### config.mk
export PLATFORM = sky130hd
export DESIGN_NAME = ftm_top
export DESIGN_NICKNAME = d
export VERILOG_FILES = /design/src/ftm_top.v /design/src/ftm_tick_div.v
export VERILOG_INCLUDE_DIRS = /design/src
export SDC_FILE = /design/constraint.sdc
export NUM_CORES = 1
export LEC_CHECK = 0
export BUFFER_PORTS_ARGS = -buffer_cell sky130_fd_sc_hd__buf_2
export CORE_MARGIN = 3
export CORE_UTILIZATION = 55
export DETAILED_ROUTE_END_ITERATION = 12
export GPL_TIMING_DRIVEN = 0
export PLACE_DENSITY = 0.73
export SYNTH_ARGS = -nofsm -noshare
export SYNTH_HDL_FRONTEND = slang
export SYNTH_SLANG_ARGS = --single-unit
### constraint.sdc
create_clock -name mclk_i -period 7.1 [get_ports mclk_i]
set_clock_uncertainty 0.2 [all_clocks]
set_input_delay 0.355 -clock mclk_i [delete_from_list [all_inputs] [get_ports mclk_i]]
set_output_delay 0.355 -clock mclk_i [all_outputs]
set_load 0.02 [all_outputs]
### src/ftm_defs.vh
// Constants for the fan tach monitor and fault block.
// Assumes inclusion by bare name from the design files.
`ifndef FTM_DEFS_VH
`define FTM_DEFS_VH

// ==========================================================
// Timing
`define FTM_CLK_HZ        50000000
`define FTM_REF_HZ        100000
`define FTM_FAST_MS       250
`define FTM_SLOW_MS       1000
`define FTM_SPIN_UNIT_MS  200
`define FTM_MS_PER_S      1000
`define FTM_PWM_DIV       8
`define FTM_PWM_LAST      8'hfe

// ==========================================================
// Register word indices (byte address = index * 4)
`define FTM_IDX_CTRL      3'h0
`define FTM_IDX_DUTY      3'h1
`define FTM_IDX_LOW_LIM   3'h2
`define FTM_IDX_HIGH_LIM  3'h3
`define FTM_IDX_STATUS    3'h4
`define FTM_IDX_SPEED_LO  3'h5
`define FTM_IDX_SPEED_HI  3'h6

// ==========================================================
// Control field positions
`define FTM_C_START       0
`define FTM_C_TACH_EN     1
`define FTM_C_TACH_MODE   2
`define FTM_C_FAST        3
`define FTM_C_PPR         4
`define FTM_C_IRQ_EN      5
`define FTM_C_FAULT_EN    6
`define FTM_C_SPIN_DIS    7
`define FTM_C_MODE_LO     8
`define FTM_C_MODE_HI     9
`define FTM_C_STIME_LO    10
`define FTM_C_STIME_HI    12
`define FTM_CTRL_RST      16'h1400
`define FTM_CTRL_MASK     16'h1fff

// Status field positions
`define FTM_S_SLOW        0
`define FTM_S_OVER        1
`define FTM_S_FAIL        2
`define FTM_S_SPIN        3
`define FTM_S_MON         4

// ==========================================================
// Values
`define FTM_MODE_RPM      2'h1
`define FTM_DUTY_MIN_RPM  8'h4d
`define FTM_DUTY_MIN_OPEN 8'h12
`define FTM_DUTY_FULL     8'hff
`define FTM_DUTY_RST      8'h00
`define FTM_LOW_LIM_RST   16'hffff
`define FTM_HIGH_LIM_RST  16'h0000
`define FTM_SPEED_RST     16'h0000
`define FTM_CNT_MAX       16'hffff
`define FTM_SPIN_FAIL     3'h5
`define FTM_PULSES_4      3'h4
`define FTM_PULSES_2      3'h2

`endif

### src/ftm_top.v
// Fan tach monitor: speed count, out-of-range flags, spin-up retries, fault pin.
// Assumes a classic Wishbone master and a tach pin from outside the clock domain.
`timescale 1ns/100ps
`include "ftm_defs.vh"
module ftm_top #(
	parameter integer FAST_TICKS      = `FTM_FAST_MS * (`FTM_REF_HZ / `FTM_MS_PER_S),
	parameter integer SLOW_TICKS      = `FTM_SLOW_MS * (`FTM_REF_HZ / `FTM_MS_PER_S),
	parameter integer SPIN_UNIT_TICKS = `FTM_SPIN_UNIT_MS * (`FTM_REF_HZ / `FTM_MS_PER_S)
) (
	// Clock and reset
	input  wire        mclk_i,
	input  wire        rst_n_i,
	// Wishbone slave
	input  wire        wb_cyc_i,
	input  wire        wb_stb_i,
	input  wire        wb_we_i,
	input  wire [4:0]  wb_adr_i,
	input  wire [3:0]  wb_sel_i,
	input  wire [31:0] wb_dat_i,
	output reg  [31:0] wb_dat_o,
	output reg         wb_ack_o,
	// Fan
	input  wire        tach_i,
	output reg         pwm_o,
	// Open-drain fault and alert pins
	output wire        fault_o,
	output reg         fault_oe_o,
	output wire        alert_o,
	output reg         alert_oe_o
);
	localparam [1:0] S_IDLE = 2'h0;
	localparam [1:0] S_ARM  = 2'h1;
	localparam [1:0] S_CNT  = 2'h2;
	localparam [1:0] S_EVAL = 2'h3;
	localparam [19:0] FAST_LEN = FAST_TICKS[19:0];
	localparam [19:0] SLOW_LEN = SLOW_TICKS[19:0];

	// ==========================================================
	// Helpers
	function [31:0] bmerge;
		input [31:0] old;
		input [31:0] nw;
		input [3:0]  sel;
		integer i;
		begin
			for (i = 0; i < 4; i = i + 1) begin
				bmerge[i*8 +: 8] = sel[i] ? nw[i*8 +: 8] : old[i*8 +: 8];
			end
		end
	endfunction

	function [5:0] spin_mult;
		input [2:0] sel;
		begin
			case (sel)
				3'h0: spin_mult = 6'h01;
				3'h1: spin_mult = 6'h02;
				3'h2: spin_mult = 6'h03;
				3'h3: spin_mult = 6'h04;
				3'h4: spin_mult = 6'h05;
				3'h5: spin_mult = 6'h0a;
				3'h6: spin_mult = 6'h14;
				default: spin_mult = 6'h28;
			endcase
		end
	endfunction

	// ==========================================================
	// Enables and tach synchroniser
	wire ref_tick;
	wire pwm_tick;

	ftm_tick_div #(.DIV(`FTM_CLK_HZ / `FTM_REF_HZ)) u_ref_div (
		.mclk_i  (mclk_i),
		.rst_n_i (rst_n_i),
		.tick_o  (ref_tick)
	);

	ftm_tick_div #(.DIV(`FTM_PWM_DIV)) u_pwm_div (
		.mclk_i  (mclk_i),
		.rst_n_i (rst_n_i),
		.tick_o  (pwm_tick)
	);

	reg tach_s1_q;
	reg tach_s2_q;
	reg tach_s3_q;
	always @(posedge mclk_i or negedge rst_n_i) begin
		if (!rst_n_i) begin
			// Idle high like the pulled-up pin, so reset gives no false edge
			tach_s1_q <= 1'b1;
			tach_s2_q <= 1'b1;
			tach_s3_q <= 1'b1;
		end else begin
			tach_s1_q <= tach_i;
			tach_s2_q <= tach_s1_q;
			tach_s3_q <= tach_s2_q;
		end
	end
	wire tach_rise = tach_s2_q & ~tach_s3_q;

	// ==========================================================
	// Registers and bus
	reg [15:0] ctrl_q;
	reg [7:0]  duty_q;
	reg [15:0] low_lim_q;
	reg [15:0] high_lim_q;
	reg [15:0] speed_q;
	reg [7:0]  hi_hold_q;
	reg        hi_frozen_q;
	reg        slow_q;
	reg        over_q;
	reg        over_arm_q;
	reg        fail_q;
	reg        spin_q;

	wire       start_b   = ctrl_q[`FTM_C_START];
	wire       tach_en   = ctrl_q[`FTM_C_TACH_EN];
	wire       tach_mode = ctrl_q[`FTM_C_TACH_MODE];
	wire       fast_b    = ctrl_q[`FTM_C_FAST];
	wire       ppr_b     = ctrl_q[`FTM_C_PPR];
	wire       irq_en    = ctrl_q[`FTM_C_IRQ_EN];
	wire       fault_en  = ctrl_q[`FTM_C_FAULT_EN];
	wire       spin_dis  = ctrl_q[`FTM_C_SPIN_DIS];
	wire [1:0] mode      = ctrl_q[`FTM_C_MODE_HI:`FTM_C_MODE_LO];
	wire [2:0] stime     = ctrl_q[`FTM_C_STIME_HI:`FTM_C_STIME_LO];

	wire       mon_en    = start_b & tach_en;
	wire       acc       = wb_cyc_i & wb_stb_i & ~wb_ack_o;
	wire       wr        = acc & wb_we_i;
	wire       rd        = acc & ~wb_we_i;
	wire [2:0] idx       = wb_adr_i[4:2];
	wire       rd_status = rd & (idx == `FTM_IDX_STATUS);
	wire       rd_lo     = rd & (idx == `FTM_IDX_SPEED_LO);
	wire       rd_hi     = rd & (idx == `FTM_IDX_SPEED_HI);
	wire [31:0] wmerged  = bmerge(32'h0, wb_dat_i, wb_sel_i);
	wire [31:0] ctrl_nx  = bmerge({16'h0, ctrl_q}, wmerged, wb_sel_i);
	wire [31:0] low_nx   = bmerge({16'h0, low_lim_q}, wmerged, wb_sel_i);
	wire [31:0] high_nx  = bmerge({16'h0, high_lim_q}, wmerged, wb_sel_i);

	reg [31:0] rdata;
	always @* begin
		rdata = 32'h0;
		case (idx)
			`FTM_IDX_CTRL:     rdata[15:0] = ctrl_q;
			`FTM_IDX_DUTY:     rdata[7:0]  = duty_q;
			`FTM_IDX_LOW_LIM:  rdata[15:0] = low_lim_q;
			`FTM_IDX_HIGH_LIM: rdata[15:0] = high_lim_q;
			`FTM_IDX_STATUS: begin
				rdata[`FTM_S_SLOW] = slow_q;
				rdata[`FTM_S_OVER] = over_q;
				rdata[`FTM_S_FAIL] = fail_q;
				rdata[`FTM_S_SPIN] = spin_q;
				rdata[`FTM_S_MON]  = mon_en;
			end
			`FTM_IDX_SPEED_LO: rdata[7:0]  = speed_q[7:0];
			`FTM_IDX_SPEED_HI: rdata[7:0]  = hi_frozen_q ? hi_hold_q : speed_q[15:8];
			default:           rdata       = 32'h0;
		endcase
	end

	always @(posedge mclk_i or negedge rst_n_i) begin
		if (!rst_n_i) begin
			wb_ack_o   <= 1'b0;
			wb_dat_o   <= 32'h0;
			ctrl_q     <= `FTM_CTRL_RST;
			duty_q     <= `FTM_DUTY_RST;
			low_lim_q  <= `FTM_LOW_LIM_RST;
			high_lim_q <= `FTM_HIGH_LIM_RST;
		end else begin
			wb_ack_o <= acc;
			wb_dat_o <= rd ? rdata : 32'h0;
			if (wr) begin
				case (idx)
					`FTM_IDX_CTRL:     ctrl_q     <= ctrl_nx[15:0] & `FTM_CTRL_MASK;
					`FTM_IDX_DUTY:     duty_q     <= wb_sel_i[0] ? wb_dat_i[7:0] : duty_q;
					`FTM_IDX_LOW_LIM:  low_lim_q  <= low_nx[15:0];
					`FTM_IDX_HIGH_LIM: high_lim_q <= high_nx[15:0];
					default: begin
					end
				endcase
			end
		end
	end

	// ==========================================================
	// Duty shaping
	wire low_rpm  = ~tach_mode & (mode == `FTM_MODE_RPM) & (duty_q < `FTM_DUTY_MIN_RPM);
	wire low_open = ~tach_mode & tach_en & (mode != `FTM_MODE_RPM) & (duty_q < `FTM_DUTY_MIN_OPEN);
	wire upd_ok   = ~low_open;

	reg [7:0] duty_eff;
	always @* begin
		duty_eff = duty_q;
		if (spin_q) begin
			duty_eff = `FTM_DUTY_FULL;
		end else if (low_rpm) begin
			duty_eff = `FTM_DUTY_MIN_RPM;
		end else if (low_open) begin
			duty_eff = 8'h00;
		end
	end

	// ==========================================================
	// Measurement
	reg [1:0]  state_q;
	reg [15:0] cnt_q;
	reg [2:0]  edges_q;
	reg [19:0] ivl_q;
	reg        meas_req_q;
	reg [19:0] spin_cnt_q;
	reg [2:0]  spin_num_q;

	wire [2:0]  npulse   = ppr_b ? `FTM_PULSES_4 : `FTM_PULSES_2;
	wire [19:0] ivl_len  = fast_b ? FAST_LEN : SLOW_LEN;
	wire        ivl_done = ref_tick & (ivl_q >= ivl_len - 20'h1);
	wire [31:0] spin_prod = SPIN_UNIT_TICKS * spin_mult(stime);
	wire [19:0] spin_len = spin_prod[19:0];
	wire        slow_det = cnt_q > low_lim_q;
	wire        over_det = cnt_q < high_lim_q;
	wire        eval     = (state_q == S_EVAL) & upd_ok;
	wire        spin_end = spin_q & ref_tick & (spin_cnt_q == 20'h0);
	wire        spin_go  = eval & slow_det & ~spin_dis & ~spin_q;
	wire        measuring = (state_q == S_ARM) | (state_q == S_CNT);

	// Interval keeps running through spin-up so the monitoring rate stays fixed
	always @(posedge mclk_i or negedge rst_n_i) begin
		if (!rst_n_i) begin
			ivl_q <= 20'h0;
		end else if (!mon_en) begin
			ivl_q <= 20'h0;
		end else if (ivl_done) begin
			ivl_q <= 20'h0;
		end else if (ref_tick) begin
			ivl_q <= ivl_q + 20'h1;
		end
	end

	always @(posedge mclk_i or negedge rst_n_i) begin
		if (!rst_n_i) begin
			state_q <= S_IDLE;
			cnt_q   <= 16'h0;
			edges_q <= 3'h0;
		end else if (!mon_en) begin
			state_q <= S_IDLE;
		end else begin
			case (state_q)
				S_IDLE: begin
					if ((ivl_done | meas_req_q) & ~spin_q & upd_ok) begin
						state_q <= S_ARM;
						cnt_q   <= 16'h0;
						edges_q <= 3'h0;
					end
				end
				S_ARM: begin
					// A stopped fan saturates here and reads as slow unless the low limit is 16'hffff
					if (tach_rise) begin
						state_q <= S_CNT;
						cnt_q   <= 16'h0;
					end else if (ref_tick) begin
						if (cnt_q == `FTM_CNT_MAX) begin
							state_q <= S_EVAL;
						end else begin
							cnt_q <= cnt_q + 16'h1;
						end
					end
				end
				S_CNT: begin
					if (tach_rise && (edges_q + 3'h1 == npulse)) begin
						state_q <= S_EVAL;
					end else begin
						if (tach_rise) begin
							edges_q <= edges_q + 3'h1;
						end
						if (ref_tick) begin
							if (cnt_q == `FTM_CNT_MAX) begin
								state_q <= S_EVAL;
							end else begin
								cnt_q <= cnt_q + 16'h1;
							end
						end
					end
				end
				S_EVAL: begin
					state_q <= S_IDLE;
				end
				default: begin
					state_q <= S_IDLE;
				end
			endcase
		end
	end

	// ==========================================================
	// Results, flags, spin-up and failure
	always @(posedge mclk_i or negedge rst_n_i) begin
		if (!rst_n_i) begin
			speed_q     <= `FTM_SPEED_RST;
			hi_hold_q   <= 8'h0;
			hi_frozen_q <= 1'b0;
			slow_q      <= 1'b0;
			over_q      <= 1'b0;
			over_arm_q  <= 1'b1;
			fail_q      <= 1'b0;
			spin_q      <= 1'b0;
			spin_cnt_q  <= 20'h0;
			spin_num_q  <= 3'h0;
			meas_req_q  <= 1'b0;
		end else begin
			if (eval) begin
				speed_q <= cnt_q;
			end
			if (rd_lo) begin
				hi_hold_q   <= speed_q[15:8];
				hi_frozen_q <= 1'b1;
			end else if (rd_hi) begin
				hi_frozen_q <= 1'b0;
			end
			// Set beats the read-clear in the same cycle
			slow_q <= (eval & slow_det) | spin_end | (slow_q & ~rd_status);
			over_q <= (eval & over_det & over_arm_q) | (over_q & ~rd_status);
			if (eval) begin
				over_arm_q <= over_det ? 1'b0 : 1'b1;
			end
			if (eval & ~slow_det) begin
				spin_num_q <= 3'h0;
				fail_q     <= 1'b0;
			end else if (eval & slow_det & (spin_num_q == `FTM_SPIN_FAIL)) begin
				fail_q <= 1'b1;
			end
			if (spin_go) begin
				spin_q     <= 1'b1;
				spin_cnt_q <= spin_len - 20'h1;
				if (spin_num_q != `FTM_SPIN_FAIL) begin
					spin_num_q <= spin_num_q + 3'h1;
				end
			end else if (spin_end) begin
				spin_q     <= 1'b0;
				meas_req_q <= 1'b1;
			end else if (spin_q & ref_tick) begin
				spin_cnt_q <= spin_cnt_q - 20'h1;
			end
			if (state_q == S_ARM) begin
				meas_req_q <= 1'b0;
			end
		end
	end

	// ==========================================================
	// PWM with measurement hold and on-time repayment
	reg [7:0]  pcnt_q;
	reg [15:0] debt_q;

	wire nat_on = (duty_eff == `FTM_DUTY_FULL) | (pcnt_q < duty_eff);
	wire hold   = ~tach_mode & measuring;
	wire repay  = ~tach_mode & ~hold & nat_on & (debt_q != 16'h0);

	always @(posedge mclk_i or negedge rst_n_i) begin
		if (!rst_n_i) begin
			pcnt_q <= 8'h0;
			debt_q <= 16'h0;
			pwm_o  <= 1'b0;
		end else begin
			if (pwm_tick) begin
				pcnt_q <= (pcnt_q == `FTM_PWM_LAST) ? 8'h0 : pcnt_q + 8'h1;
			end
			if (tach_mode) begin
				debt_q <= 16'h0;
			end else if (pwm_tick & hold & ~nat_on & (debt_q != `FTM_CNT_MAX)) begin
				debt_q <= debt_q + 16'h1;
			end else if (pwm_tick & repay) begin
				debt_q <= debt_q - 16'h1;
			end
			pwm_o <= hold | (nat_on & ~repay);
		end
	end

	// ==========================================================
	// Open-drain pins
	assign fault_o = 1'b0;
	assign alert_o = 1'b0;

	always @(posedge mclk_i or negedge rst_n_i) begin
		if (!rst_n_i) begin
			fault_oe_o <= 1'b0;
			alert_oe_o <= 1'b0;
		end else begin
			fault_oe_o <= fault_en & fail_q;
			alert_oe_o <= irq_en & (slow_q | over_q);
		end
	end
endmodule

### src/ftm_tick_div.v
// Free-running divider giving a one-cycle enable pulse every DIV clocks.
// Assumes DIV of at least 2.
`timescale 1ns/100ps
module ftm_tick_div #(
	parameter integer DIV = 2
) (
	// Clock and reset
	input  wire mclk_i,
	input  wire rst_n_i,
	// Enable pulse
	output reg  tick_o
);
	localparam integer W      = $clog2(DIV);
	localparam integer LAST_I = DIV - 1;
	localparam [W-1:0] LAST   = LAST_I[W-1:0];

	reg [W-1:0] cnt_q;

	always @(posedge mclk_i or negedge rst_n_i) begin
		if (!rst_n_i) begin
			cnt_q  <= {W{1'b0}};
			tick_o <= 1'b0;
		end else if (cnt_q == LAST) begin
			cnt_q  <= {W{1'b0}};
			tick_o <= 1'b1;
		end else begin
			cnt_q  <= cnt_q + {{(W-1){1'b0}}, 1'b1};
			tick_o <= 1'b0;
		end
	end
endmodule

Yosys cells after proc, flatten, opt, wreduce, memory -nomap -nowiden
Cells that the tools add are included. W data, S select, Z words.

Equal/unequal tests: 33. Divide/modulo/power cells: 0. Shifts and indexed selects: 0. Magnitude comparators: 6. Reduce and logical (&&, ||, !) cells: 25. Mux-type cells: 55. Multipliers: 1. Bitwise operators: 60. $add $sub $neg: 12.

Operators with widths (count): $mux W16 (9); $mux W20 (6); $pmux W16 S3 (1); $pmux W6 S7 (1); $and A1 B1 Y1 (40); $mux W8 (5); $sub A20 B1 Y20 const B (2); $pmux W5 S7 (1); $add A16 B1 Y16 const B (2); $eq A3 B3 Y1 const B (8); $mux W3 (8); $pmux W8 S3 (1); $reduce_and A3 Y1 (7); $add A20 B1 Y20 const B (1); $ge A20 B20 Y1 (1); $logic_not A20 Y1 (1); $pmux W3 S6 (1); $sub A17 B1 Y18 const B (1); $mux W17 (1); $eq A16 B16 Y1 const B (1); $eq A8 B8 Y1 const B (2); $gt A16 B16 Y1 (1); $lt A16 B16 Y1 (1); $ne A16 B16 Y1 const B (1); 34 further kinds (89).

Latch bits: 0. Bits in writable memories: 0. Flip-flop bits (word level): 209. Word-level logic and storage cells: 228. Bits in read-only memories: 0. Bits of input ports: 47. Memories: 0. Output and inout port bits: 38.

Logic depth before layout (Yosys ltp)
Gate-level depths: netlist of the first run.

Depth in word-level cells: 15. Depth in mapped cells: 21. Mapped depth without buffers: 20.

Hierarchy
From an unflattened synthesis of the first run, not the netlist that was laid out.

Cell total of the unflattened synthesis: 1377. Area total of the unflattened synthesis: 12917.4 µm².

By module, submodules not included: ftm_top (area each 12290.5 µm², cells each 1320, seq. area each 4907.2 µm², instances 1); ftm_tick_div at u_ref_div (area each 498.0 µm², cells each 50, seq. area each 250.2 µm², instances 1); ftm_tick_div at u_pwm_div (area each 128.9 µm², cells each 7, seq. area each 100.1 µm², instances 1).

Worst setup path before layout of the first run
Ideal clock, no wire load.

Path kind: register -> register. Start point: register ctrl_q[2]. End point: register debt_q[15]. Arrival time: 5075 ps. Required time: 6772 ps. Setup time: 128 ps. Slack: 1697 ps. Path buffers: 1. Stages on the path, launching flop included: 19. Path through: dfrtp_1 buf_6 or3_4 or4_4 a21boi_0 ha_1 a211o_1 a2111o_1 and3_4 nand2_1 ha_1 a21o_1 a221oi_1 o211a_1 nor3_1 nor3_1 o211ai_1 o31ai_1 mux2_1.

Word-level cells in the longest chain between the ends: 14. Elaborated cells on any way between the ends: 25. Those cells by class: order compare (1); eq/ne (1); mux (5); bitwise (17); reduce/logical (1).

RTL lines: start, declared (RTL line ftm_top.v:104) `reg [15:0] ctrl_q;`; start signal, assigned (RTL line ftm_top.v:166) `` ctrl_q <= `FTM_CTRL_RST; ``; start signal, assigned (RTL line ftm_top.v:175) `` `FTM_IDX_CTRL: ctrl_q <= ctrl_nx[15:0] & `FTM_CTRL_MASK; ``; $not A1 Y1; $and A1 B1 Y1 (3 in series) (RTL line ftm_top.v:189) `` wire low_open = ~tach_mode & tach_en & (mode != `FTM_MODE_RPM) & (duty_q < `FTM_DUTY_MIN_OPEN); ``; $mux W8 (RTL line ftm_top.v:199) `end else if (low_open) begin`; $mux W8 (RTL line ftm_top.v:197) `end else if (low_rpm) begin`; $mux W8 (RTL line ftm_top.v:195) `if (spin_q) begin`; $lt A8 B8 Y1 or $eq A8 B8 Y1 (tied branches); $or A1 B1 Y1 (RTL line ftm_top.v:354) `` wire nat_on = (duty_eff == `FTM_DUTY_FULL) | (pcnt_q < duty_eff); ``; $not A1 Y1 (RTL line ftm_top.v:369) `` end else if (pwm_tick & hold & ~nat_on & (debt_q != `FTM_CNT_MAX)) begin ``; $and A1 B1 Y1 (2 in series) (RTL line ftm_top.v:369); $mux W16 (RTL line ftm_top.v:369); $mux W16 (RTL line ftm_top.v:367) `if (tach_mode) begin`; end signal, assigned (RTL line ftm_top.v:370) `debt_q <= debt_q + 16'h1;`; end signal, assigned (RTL line ftm_top.v:372) `debt_q <= debt_q - 16'h1;`; end, declared (RTL line ftm_top.v:352) `reg [15:0] debt_q;`.

Parallel ways exist; a longest one is shown, timed or not. A chain may end at the register's enable or synchronous reset.

Worst setup path after layout of the first run
Ends and elaborated chain as after synthesis.

==> results.ini, run 1 <==
[status]
status=finished clean

[global_routing]
grt_pass1_wl_um=49300
antenna_found_initial=1
grt_pass1_vias=9917
grt-ovfl-total=0
grt_max_degree=91
grt_usage_pct=24.0

[logic_synthesis]
synth_most_common_cell=dfrtp_1
synth_commonest_cells=dfrtp_1 (187), nand2_1 (116), nor2_1 (113)
yosysTopAreaCellShare_pct=36.6
synth-edff-count=0
synth-async-reset-ratio_pct=100
yosys_warnings=0
syn_area_sq_um=12800
synth_cells=1305
ys.flop_type=dfrtp_1
ys_ff_latch=209
avgSynthCellArea_sq_um=9.80
ys_top_cells_by_area=dfrtp_1 (37%), ha_1 (9.8%), mux2_2 (6.0%), dfstp_2 (4.5%), nand2_1 (3.4%)
synth_top_area_cell=dfrtp_1
ys_types=83
ys_seq_area_share_pct=41.1

[die]
std_cell_rows=55
die-area_sq_um=25100
die_y_um=158
core_sq_um=22700
die_x_um=158
io-pin-count=85
start_util_pct=56.3

[critical_path]
cp_max_fo=20
crit_arrival_ns=6.30
critPathKind=reg -> reg
cp_data_required_time_ns=7.29
cp-end-kind=register
startpoint_type=register

[power]
clkPwrFrac_pct=42.0
seq_power_share_pct=44.1
swShare_pct=26.1
p_leak_nw=6.78
power_density_nw_per_um2=202
vdd_drop_max_uv=127
p_int_w=0.00217
switchingPower_w=0.000766
pwr-share-comb_pct=13.9

[timing]
fin_ws_ns=0.990
hold_viol=0
setup_viol=0
slew_viol_final=0
slew_headroom_pct=51.1
rsz0062_at_grt=false
worst_pin_slew_ns=0.731
min_period_over_period_pct=86.1
fin_crit_ns=6.11
fin_tns_setup_ns=0
fmax_mhz=164

[placed_design]
placed_cell_area_sq_um=13500
place.gp.congestion=0.896
io_buffers=44
preCtsSetupSlack_ns=1.00
dp_hpwl_um=21400

[drt]
viasPerCell=5.80
avgRoutedWirePerCell_um=17.2
routed_wl_um=29500
drtAntennaViolNets=0
drt_iter0_markers=849
firstDrtPassIters=9
drc_errors=0
vias=9975

[layout]
syn_to_final_growth_pct=13.4
fillers=1858
finish.utilization_pct=63.9
drive_gt1_share_pct=15.8
seqCellArea_sq_um=5260
multi_input_area_sq_um=6940
fin_area_sq_um=14500
nets=1566

[clocking]
cts-root-buf=clkbuf_16
clock_sinks=209
cts_buffers=24
cts_tree=done
cts_resized=0
clk_latency_ns=0.52
clock_path_buffers=3
clk_pin_slew_worst_paths_ns=0.06
cts-htree-levels=1

[flow_run]
maxCapViolCount=0

[hold_path]
holdCritPathClass=in -> async

[timing repair]
item | in CTS | in global routing
buffers inserted | 0 | 0
hold buffers | 21 | 0
hold endpoints to repair | 249 | 0
[critical path, cell delays in order (launching register included)]
cell and delay [ns]:
dfrtp_1 0.37, buf_6 0.14, or3_4 0.38, or4_4 0.56
a21boi_0 0.24, ha_1 0.28, a211o_1 0.32, a2111o_1 0.34
and3_4 0.19, nand2_1 0.54, ha_1 0.40, and3_1 0.18
a221oi_1 0.56, o211a_1 0.29, nor3_1 0.09, nor3_1 0.27
o211ai_1 0.14, o31ai_1 0.13, mux2_1 0.36
[logic make-up (layout without fill, tap and decap cells)]
logic type / after synthesis / after routing / share of synthesized area (%)
other: 2 / 21 / 0.0587
AND/OR/NAND/NOR: 424 / 424 / 16.5
flip-flops: 209 / 209 / 41.1
AO/OA/AOI/OAI: 251 / 251 / 12.8
adder cells (fa/ha/maj): 104 / 104 / 10.4
multiplexers: 118 / 118 / 10.4
XOR/XNOR: 52 / 52 / 3.56
buffers and inverters: 145 / 256 / 5.07
[flip-flops by register name, indices dropped and copies added (netlist names), 2 cells and up]
register	count
cnt_q	16
ctrl_q	13
debt_q	16
duty_q	8
edges_q	3
hi_hold_q	8
high_lim_q	16
ivl_q	20
low_lim_q	16
pcnt_q	8
speed_q	16
spin_cnt_q	20
spin_num_q	3
state_q	2
u_pwm_div.cnt_q	3
u_ref_div.cnt_q	9
wb_dat_o	16
[power groups by stage]
stage	clock network, W	registers [W]	logic, W
finish	0.00123	0.00129	0.000406
global route	0.00131	0.00130	0.000459
CTS	0.00126	0.00129	0.000409
detailed placement	0	0.00131	0.000395
global placement	0	0.00131	0.000381
floorplan	0	0.00130	0.000276
[metal layers]
layer  track usage, %  vias to the layer above  routed length [um]
li1                 -                     4829                   -
met1             32.7                     4860               13400
met2             41.0                      236               14100
met3             3.26                       50                1450
met4             5.61                        0                 594
met5                0                        -                   0
[layout by cell type (no fill, tap or decap), types with 15 or more instances in the layout]
cell	synthesis	final
xor2_1	17	17
dlygate4sd3_1	0	21
buf_2	5	48
o31ai_1	19	19
buf_4	18	18
clkbuf_1	29	35
a31oi_1	17	17
nand4_1	17	17
dfrtp_1	187	187
o21ai_0	71	71
conb_1	2	19
dfstp_2	22	22
a21o_1	17	17
mux2i_1	43	43
a21oi_1	49	49
mux2_2	68	68
nor2b_1	29	29
clkbuf_16	0	25
nor2_1	113	113
inv_1	82	82
xnor2_1	35	35
nand2_1	116	116
ha_1	100	100
nor3_1	15	15
nand3_1	39	39
[through the flow]
| step | std cells | power (W) | hold WS, ns |
|---|---|---|---|
| final | 1720 | 0.00293 | 0.105 |
| after global routing | 1719 | 0.00306 | 0.131 |
| after CTS | 1718 | 0.00296 | 0.100 |
| after detailed placement | 1653 | 0.00171 | 0.0608 |
| after global placement | 1651 | 0.00169 | 0.148 |
| after floorplan | 1322 | 0.00158 | -0.141 |
[area by class of cell]
class	count	share of cell area, %
tap	285	2.46
antenna	2	0.0345
clock inverter	7	0.449
multi-input combinational	968	47.9
clock buffer	37	5.04
inverter	84	2.17
sequential	209	36.3
buffer	61	2.30
timing repair buffer	67	3.42
[final timing paths]
path / from / endpoint / slack (ns) / cells past startpoint
min in group mclk_i: tach_s1_q / tach_s2_q / 0.15 / 0
min reg2reg: tach_s1_q / tach_s2_q / 0.15 / 0
max: ctrl_q[2] / debt_q[15] / 0.99 / 18
max reg2reg: ctrl_q[2] / debt_q[15] / 0.99 / 18
min: rst_n_i / spin_cnt_q[12] / 0.10 / 2
max in group asynchronous: rst_n_i / low_lim_q[13] / 5.81 / 3
Power figures use the tool's default switching activity.
==> run 2, diff against run 1 <==
--- a/config.mk
+++ b/config.mk
@@ -6,12 +6,13 @@
 export SDC_FILE = /design/constraint.sdc
 export NUM_CORES = 1
 export LEC_CHECK = 0
-export BUFFER_PORTS_ARGS = -buffer_cell sky130_fd_sc_hd__buf_2
 export CORE_MARGIN = 3
 export CORE_UTILIZATION = 55
 export DETAILED_ROUTE_END_ITERATION = 12
+export DONT_BUFFER_PORTS = 1
 export GPL_TIMING_DRIVEN = 0
-export PLACE_DENSITY = 0.73
+export PLACE_DENSITY = 0.7
 export SYNTH_ARGS = -nofsm -noshare
 export SYNTH_HDL_FRONTEND = slang
+export SYNTH_HIERARCHICAL = 1
 export SYNTH_SLANG_ARGS = --single-unit
==> results.ini, run 2 <==
[status]
status=finished clean

[logic_synthesis]
ys_top_cells_by_area=dfrtp_1 (36%), ha_1 (9.7%), nand2_1 (4.6%), dfstp_2 (4.5%), mux2_2 (4.1%)
synth-edff-count=0
synth_top_area_cell=dfrtp_1
yosysTopAreaCellShare_pct=36.2
ys_ff_latch=209
synth_cells=1377
ys.flop_type=dfrtp_1
avgSynthCellArea_sq_um=9.38
synth-async-reset-ratio_pct=100
ys_types=83
synth_most_common_cell=dfrtp_1
ys_seq_area_share_pct=40.7
syn_area_sq_um=12900
yosys_warnings=6
synth_commonest_cells=dfrtp_1 (187), nand2_1 (158), nor2_1 (101)

[power]
p_leak_nw=6.70
finalPower_w=0.00305
vdd_drop_max_uv=140
power_density_nw_per_um2=210

[placed_design]
preCtsSetupSlack_ns=0.653
io_buffers=0
dp_hpwl_um=23000
place.gp.congestion=0.919

[layout]
nets=1601
syn_to_final_growth_pct=12.2
final_common_cell=dfrtp_1
most-common-layout-cells=dfrtp_1 (187), nand2_1 (158), nor2_1 (101), ha_1 (100), o21ai_0 (94)
drive_gt1_share_pct=11.0
top_regs=ivl_q x20, spin_cnt_q x20

[critical_path]
cp_data_required_time_ns=7.30
r2r_cells=19
startpoint_type=register
cp_common_cell=a21oi_1
cp_max_fo=17
max_stage_delay_ns=0.65
crit_arrival_ns=6.73
cp-end-kind=register
crit_chain=or3_4 > or4_1 > clkbuf_1 > a21boi_0 > a21oi_1 > ha_1 > a21oi_1 > o211ai_1 > o221ai_1 > nor4_1 > inv_1 > ha_1 > a21oi_1 > a21boi_0 > a2111oi_0 > nor4_1 > or4_1 > nand3_1 > a21oi_2
cp_slowest_cell=a2111oi_0
critPathKind=reg -> reg

[clocking]
clk_pin_slew_worst_paths_ns=0.06
clock_path_buffers=3
cts-htree-levels=1
clock_sinks=209
cts_tree=done
cts_resized=0
cts-root-buf=clkbuf_16
cts_buffers=24
clk_latency_ns=0.53

[timing]
rsz0062_at_grt=false
fmax_mhz=153
fin_ws_ns=0.574
slew_headroom_pct=26.4
fin_tns_setup_ns=0
fin_crit_ns=6.53
hold_viol=0
min_period_over_period_pct=91.9
slew_viol_final=0
worst_pin_slew_ns=1.10
setup_viol=0

[die]
die-area_sq_um=25400
core_sq_um=22800
die_x_um=159
std_cell_rows=55
io-pin-count=85
die_y_um=159
start_util_pct=56.5

[hold_path]
holdCritPathClass=in -> reg
whs_path_depth=2

[global_routing]
busiest_layer=met2
grt_max_degree=210
grt_usage_pct=25.2
grt_pass1_wl_um=53100
antenna_found_initial=4
grt_pass1_vias=10100
grt_use_met1_pct=35.2
grt_use_met2_pct=41.2
grt-ovfl-total=0
gr-usage-met3_pct=4.06

[drt]
drt_iter0_markers=751
viasPerCell=5.87
vias=10500
drc_errors=0
routed_wl_um=32100
avgRoutedWirePerCell_um=18.0
firstDrtPassIters=5
drtAntennaViolNets=0

[flow_run]
maxCapViolCount=0

[run 2: changes by cell type after synthesis, sizes merged, moves of 8 or more]
cell    previous run  this run
a21oi             49        66
inv               83        73
mux2              70        47
mux2i             43        33
nand2            116       158
nand2b            12        24
nand3             39        51
nor2             113       101
nor3              15        30
o21ai             73        95
or3               10        18
[run 2: final cells by class]
class                           count  area, sq um
Fill cell                        1883         8350
Multi-Input combinational cell   1050         7100
Sequential cell                   209         5260
Clock buffer                       35          703
Tap cell                          313          392
Buffer                             61          349
Timing Repair Buffer               30          318
Inverter                           74          278
Clock inverter                      8         95.1
Antenna cell                        2         5.00
[run 2: cell families after synthesis]
logic type | Yosys count | synth area share (%)
XOR/XNOR | 48 | 3.25
flip-flops | 209 | 40.7
multiplexers | 82 | 7.00
AO/OA/AOI/OAI | 288 | 14.1
buffers and inverters | 135 | 4.85
adder cells (fa/ha/maj) | 104 | 10.3
other | 2 | 0.0581
AND/OR/NAND/NOR | 509 | 19.7
[run 2: layer usage]
layer	part of all wire (%)	wire length, um	vias up
met2	47	15200	293
met1	45	14500	5072
met4	2.1	691	4
met5	0.065	21	-
met3	5.6	1810	57
li1	-	-	5037
[run 2: stage by stage]
step	instances	util (%)	instance area, sq um	hold WS [ns]
after floorplan	1394	-	13000	-0.141
after global placement	1707	58.5	13400	-0.132
after detailed placement	1707	58.5	13400	-0.134
after CTS	1780	63.4	14500	0.0135
after global routing	1782	63.4	14500	0.0208
final	1782	63.4	14500	0.0213
[run 2: critical path: cells and delay by family (launching register included)]
family          cells  cell delay, ns
buf+inv             2            0.70
simple gates        6            2.32
flops               1            0.46
compound gates      9            2.07
fa+ha+maj           2            0.66
[run 2: path summary, 6_finish.rpt]
| kind | end | slack, ns | from |
|---|---|---|---|
| max | debt_q[13] | 0.57 | duty_q[7] |
| min | ctrl_q[10] | 0.02 | wb_adr_i[2] |
| max reg2reg | debt_q[13] | 0.57 | duty_q[7] |
| min reg2reg | tach_s2_q | 0.15 | tach_s1_q |
| max in group asynchronous | speed_q[6] | 5.51 | rst_n_i |
| min in group asynchronous | hi_hold_q[0] | 0.35 | rst_n_i |
[run 2: power by group]
group | internal [W] | switching (W) | leakage [nW]
logic | 0.000199 | 0.000285 | 3.54
registers | 0.00126 | 0.0000566 | 2.77
clock network | 0.000758 | 0.000493 | 0.388
total | 0.00221 | 0.000834 | 6.70
[run 2: timing repair]
item / 4_1_cts / 5_1_grt
hold buffers: 30 / 0
endpoints found under the hold margin: 272 / 0
buffers inserted: 0 / 0
==> run 3, diff against run 2 <==
==> constraint.sdc (replaced) <==
create_clock -name mclk_i -period 7.1 [get_ports mclk_i]
set_clock_uncertainty 0.2 [all_clocks]
set_input_delay 1.42 -clock mclk_i [delete_from_list [all_inputs] [get_ports mclk_i]]
set_output_delay 1.42 -clock mclk_i [all_outputs]
set_load 0.02 [all_outputs]
==> results.ini, run 3 (synthesized netlist as in run 2, its figures left out) <==
[placed_design]
dp_hpwl_um=23000
io_buffers=0
place.gp.congestion=0.919
preCtsSetupSlack_ns=0.653

[global_routing]
grt_pass1_wl_um=51800
grt_usage_pct=24.6
grt_pass1_vias=9896
grt-ovfl-total=0
grt_max_degree=210
antenna_found_initial=0

[clocking]
cts_setup_buffers=0
cts_buffers=24
clock_sinks=209
cts-root-buf=clkbuf_16
hold_buffers=0
clk_pin_slew_worst_paths_ns=0.06
cts_resized=0
clk_latency_ns=0.52
clock_path_buffers=3
cts-htree-levels=1
cts_tree=done

[layout]
syn_to_final_growth_pct=9.71
antenna_cells=0
nets=1571
seqCellArea_sq_um=5260
top_regs=ivl_q x20, spin_cnt_q x20
drive_gt1_share_pct=11.2
fillers=1933
finish.utilization_pct=62.0
most-common-layout-cells=dfrtp_1 (187), nand2_1 (158), nor2_1 (101), ha_1 (100), o21ai_0 (94)
final_common_cell=dfrtp_1
multi_input_area_sq_um=7100

[timing]
fin_ws_ns=0.621
fin_hold_ws_ns=0.153
rsz0062_at_grt=false
slew_headroom_pct=21.5
min_period_over_period_pct=91.3
fmax_mhz=154
fin_crit_ns=6.48
fin_tns_setup_ns=0
slew_viol_final=0
setup_viol=0
worst_pin_slew_ns=1.17
hold_viol=0

[drt]
drt_iter0_markers=715
drc_errors=0
vias=10300
firstDrtPassIters=5
routed_wl_um=31300
drtAntennaViolNets=0
viasPerCell=5.87
avgRoutedWirePerCell_um=17.9

[die]
std_cell_rows=55
die_x_um=159
start_util_pct=56.5
die-area_sq_um=25400
io-pin-count=85
core_sq_um=22800
die_y_um=159

[power]
p_int_w=0.00220
power_density_nw_per_um2=212
switchingPower_w=0.000794
vdd_drop_max_uv=136
p_leak_nw=6.58
clkPwrFrac_pct=41.4
pwr-share-comb_pct=14.8
seq_power_share_pct=43.8
swShare_pct=26.5
finalPower_w=0.00300

[critical_path]
cp_data_required_time_ns=7.30
cp_max_fo=17
startpoint_type=register
cp-end-kind=register
crit_arrival_ns=6.68
critPathKind=reg -> reg

[status]
status=finished clean

[flow_run]
maxCapViolCount=0

[hold_path]
holdCritPathClass=reg -> reg

==> run 3: changes by cell type in the layout (fill, tap and decap cells not counted) <==
cell / delta
buf_16: -1
diode_2: -2
dlygate4sd3_1: -29
==> run 3: path summary, 6_finish.rpt <==
check,cells past startpoint,slack (ns),from,endpoint
max,19,0.62,duty_q[7],debt_q[13]
min,0,0.15,tach_s1_q,tach_s2_q
max reg2reg,19,0.62,duty_q[7],debt_q[13]
min reg2reg,0,0.15,tach_s1_q,tach_s2_q
max in group asynchronous,0,5.99,rst_n_i,tach_s1_q
min in group asynchronous,0,0.39,rst_n_i,speed_q[14]
==> run 3: power groups by stage <==
| stage | Combinational (W) | Clock [W] | Sequential (W) |
|---|---|---|---|
| detailed placement | 0.000435 | 0 | 0.00133 |
| CTS | 0.000441 | 0.00127 | 0.00131 |
| global route | 0.000497 | 0.00132 | 0.00132 |
| floorplan | 0.000347 | 0 | 0.00131 |
| finish | 0.000442 | 0.00124 | 0.00131 |
| global placement | 0.000427 | 0 | 0.00133 |
==> run 3: stage by stage <==
step / cell area, sq um / instances
after detailed placement: 13400 / 1707
after CTS: 14200 / 1750
final: 14200 / 1750
after floorplan: 13000 / 1394
after global routing: 14200 / 1750
after global placement: 13400 / 1707
==> run 3: critical path, stage by stage (launching register included) <==
cell and delay [ns]:
dfrtp_1 0.46, or3_4 0.41, or4_1 0.50, clkbuf_1 0.20, a21boi_0 0.19, a21oi_1 0.18, ha_1 0.16, a21oi_1 0.08
o211ai_1 0.24, o221ai_1 0.23, nor4_1 0.58, inv_1 0.49, ha_1 0.50, a21oi_1 0.26, a21boi_0 0.19, a2111oi_0 0.65
nor4_1 0.20, or4_1 0.50, nand3_1 0.11, a21oi_2 0.06
==> run 3: layer usage <==
layer / track usage (%) / share of wire (%)
met5: 0 / 0
met4: 6.41 / 2.3
met3: 4.71 / 7.2
met2: 39.8 / 46
met1: 34.3 / 44
==> run 3: cell type report <==
class | count | share of cell area [%]
multi-input combinational | 1050 | 50.1
sequential | 209 | 37.1
clock buffer | 35 | 4.96
tap | 313 | 2.76
buffer | 61 | 2.46
inverter | 74 | 1.96
clock inverter | 8 | 0.671
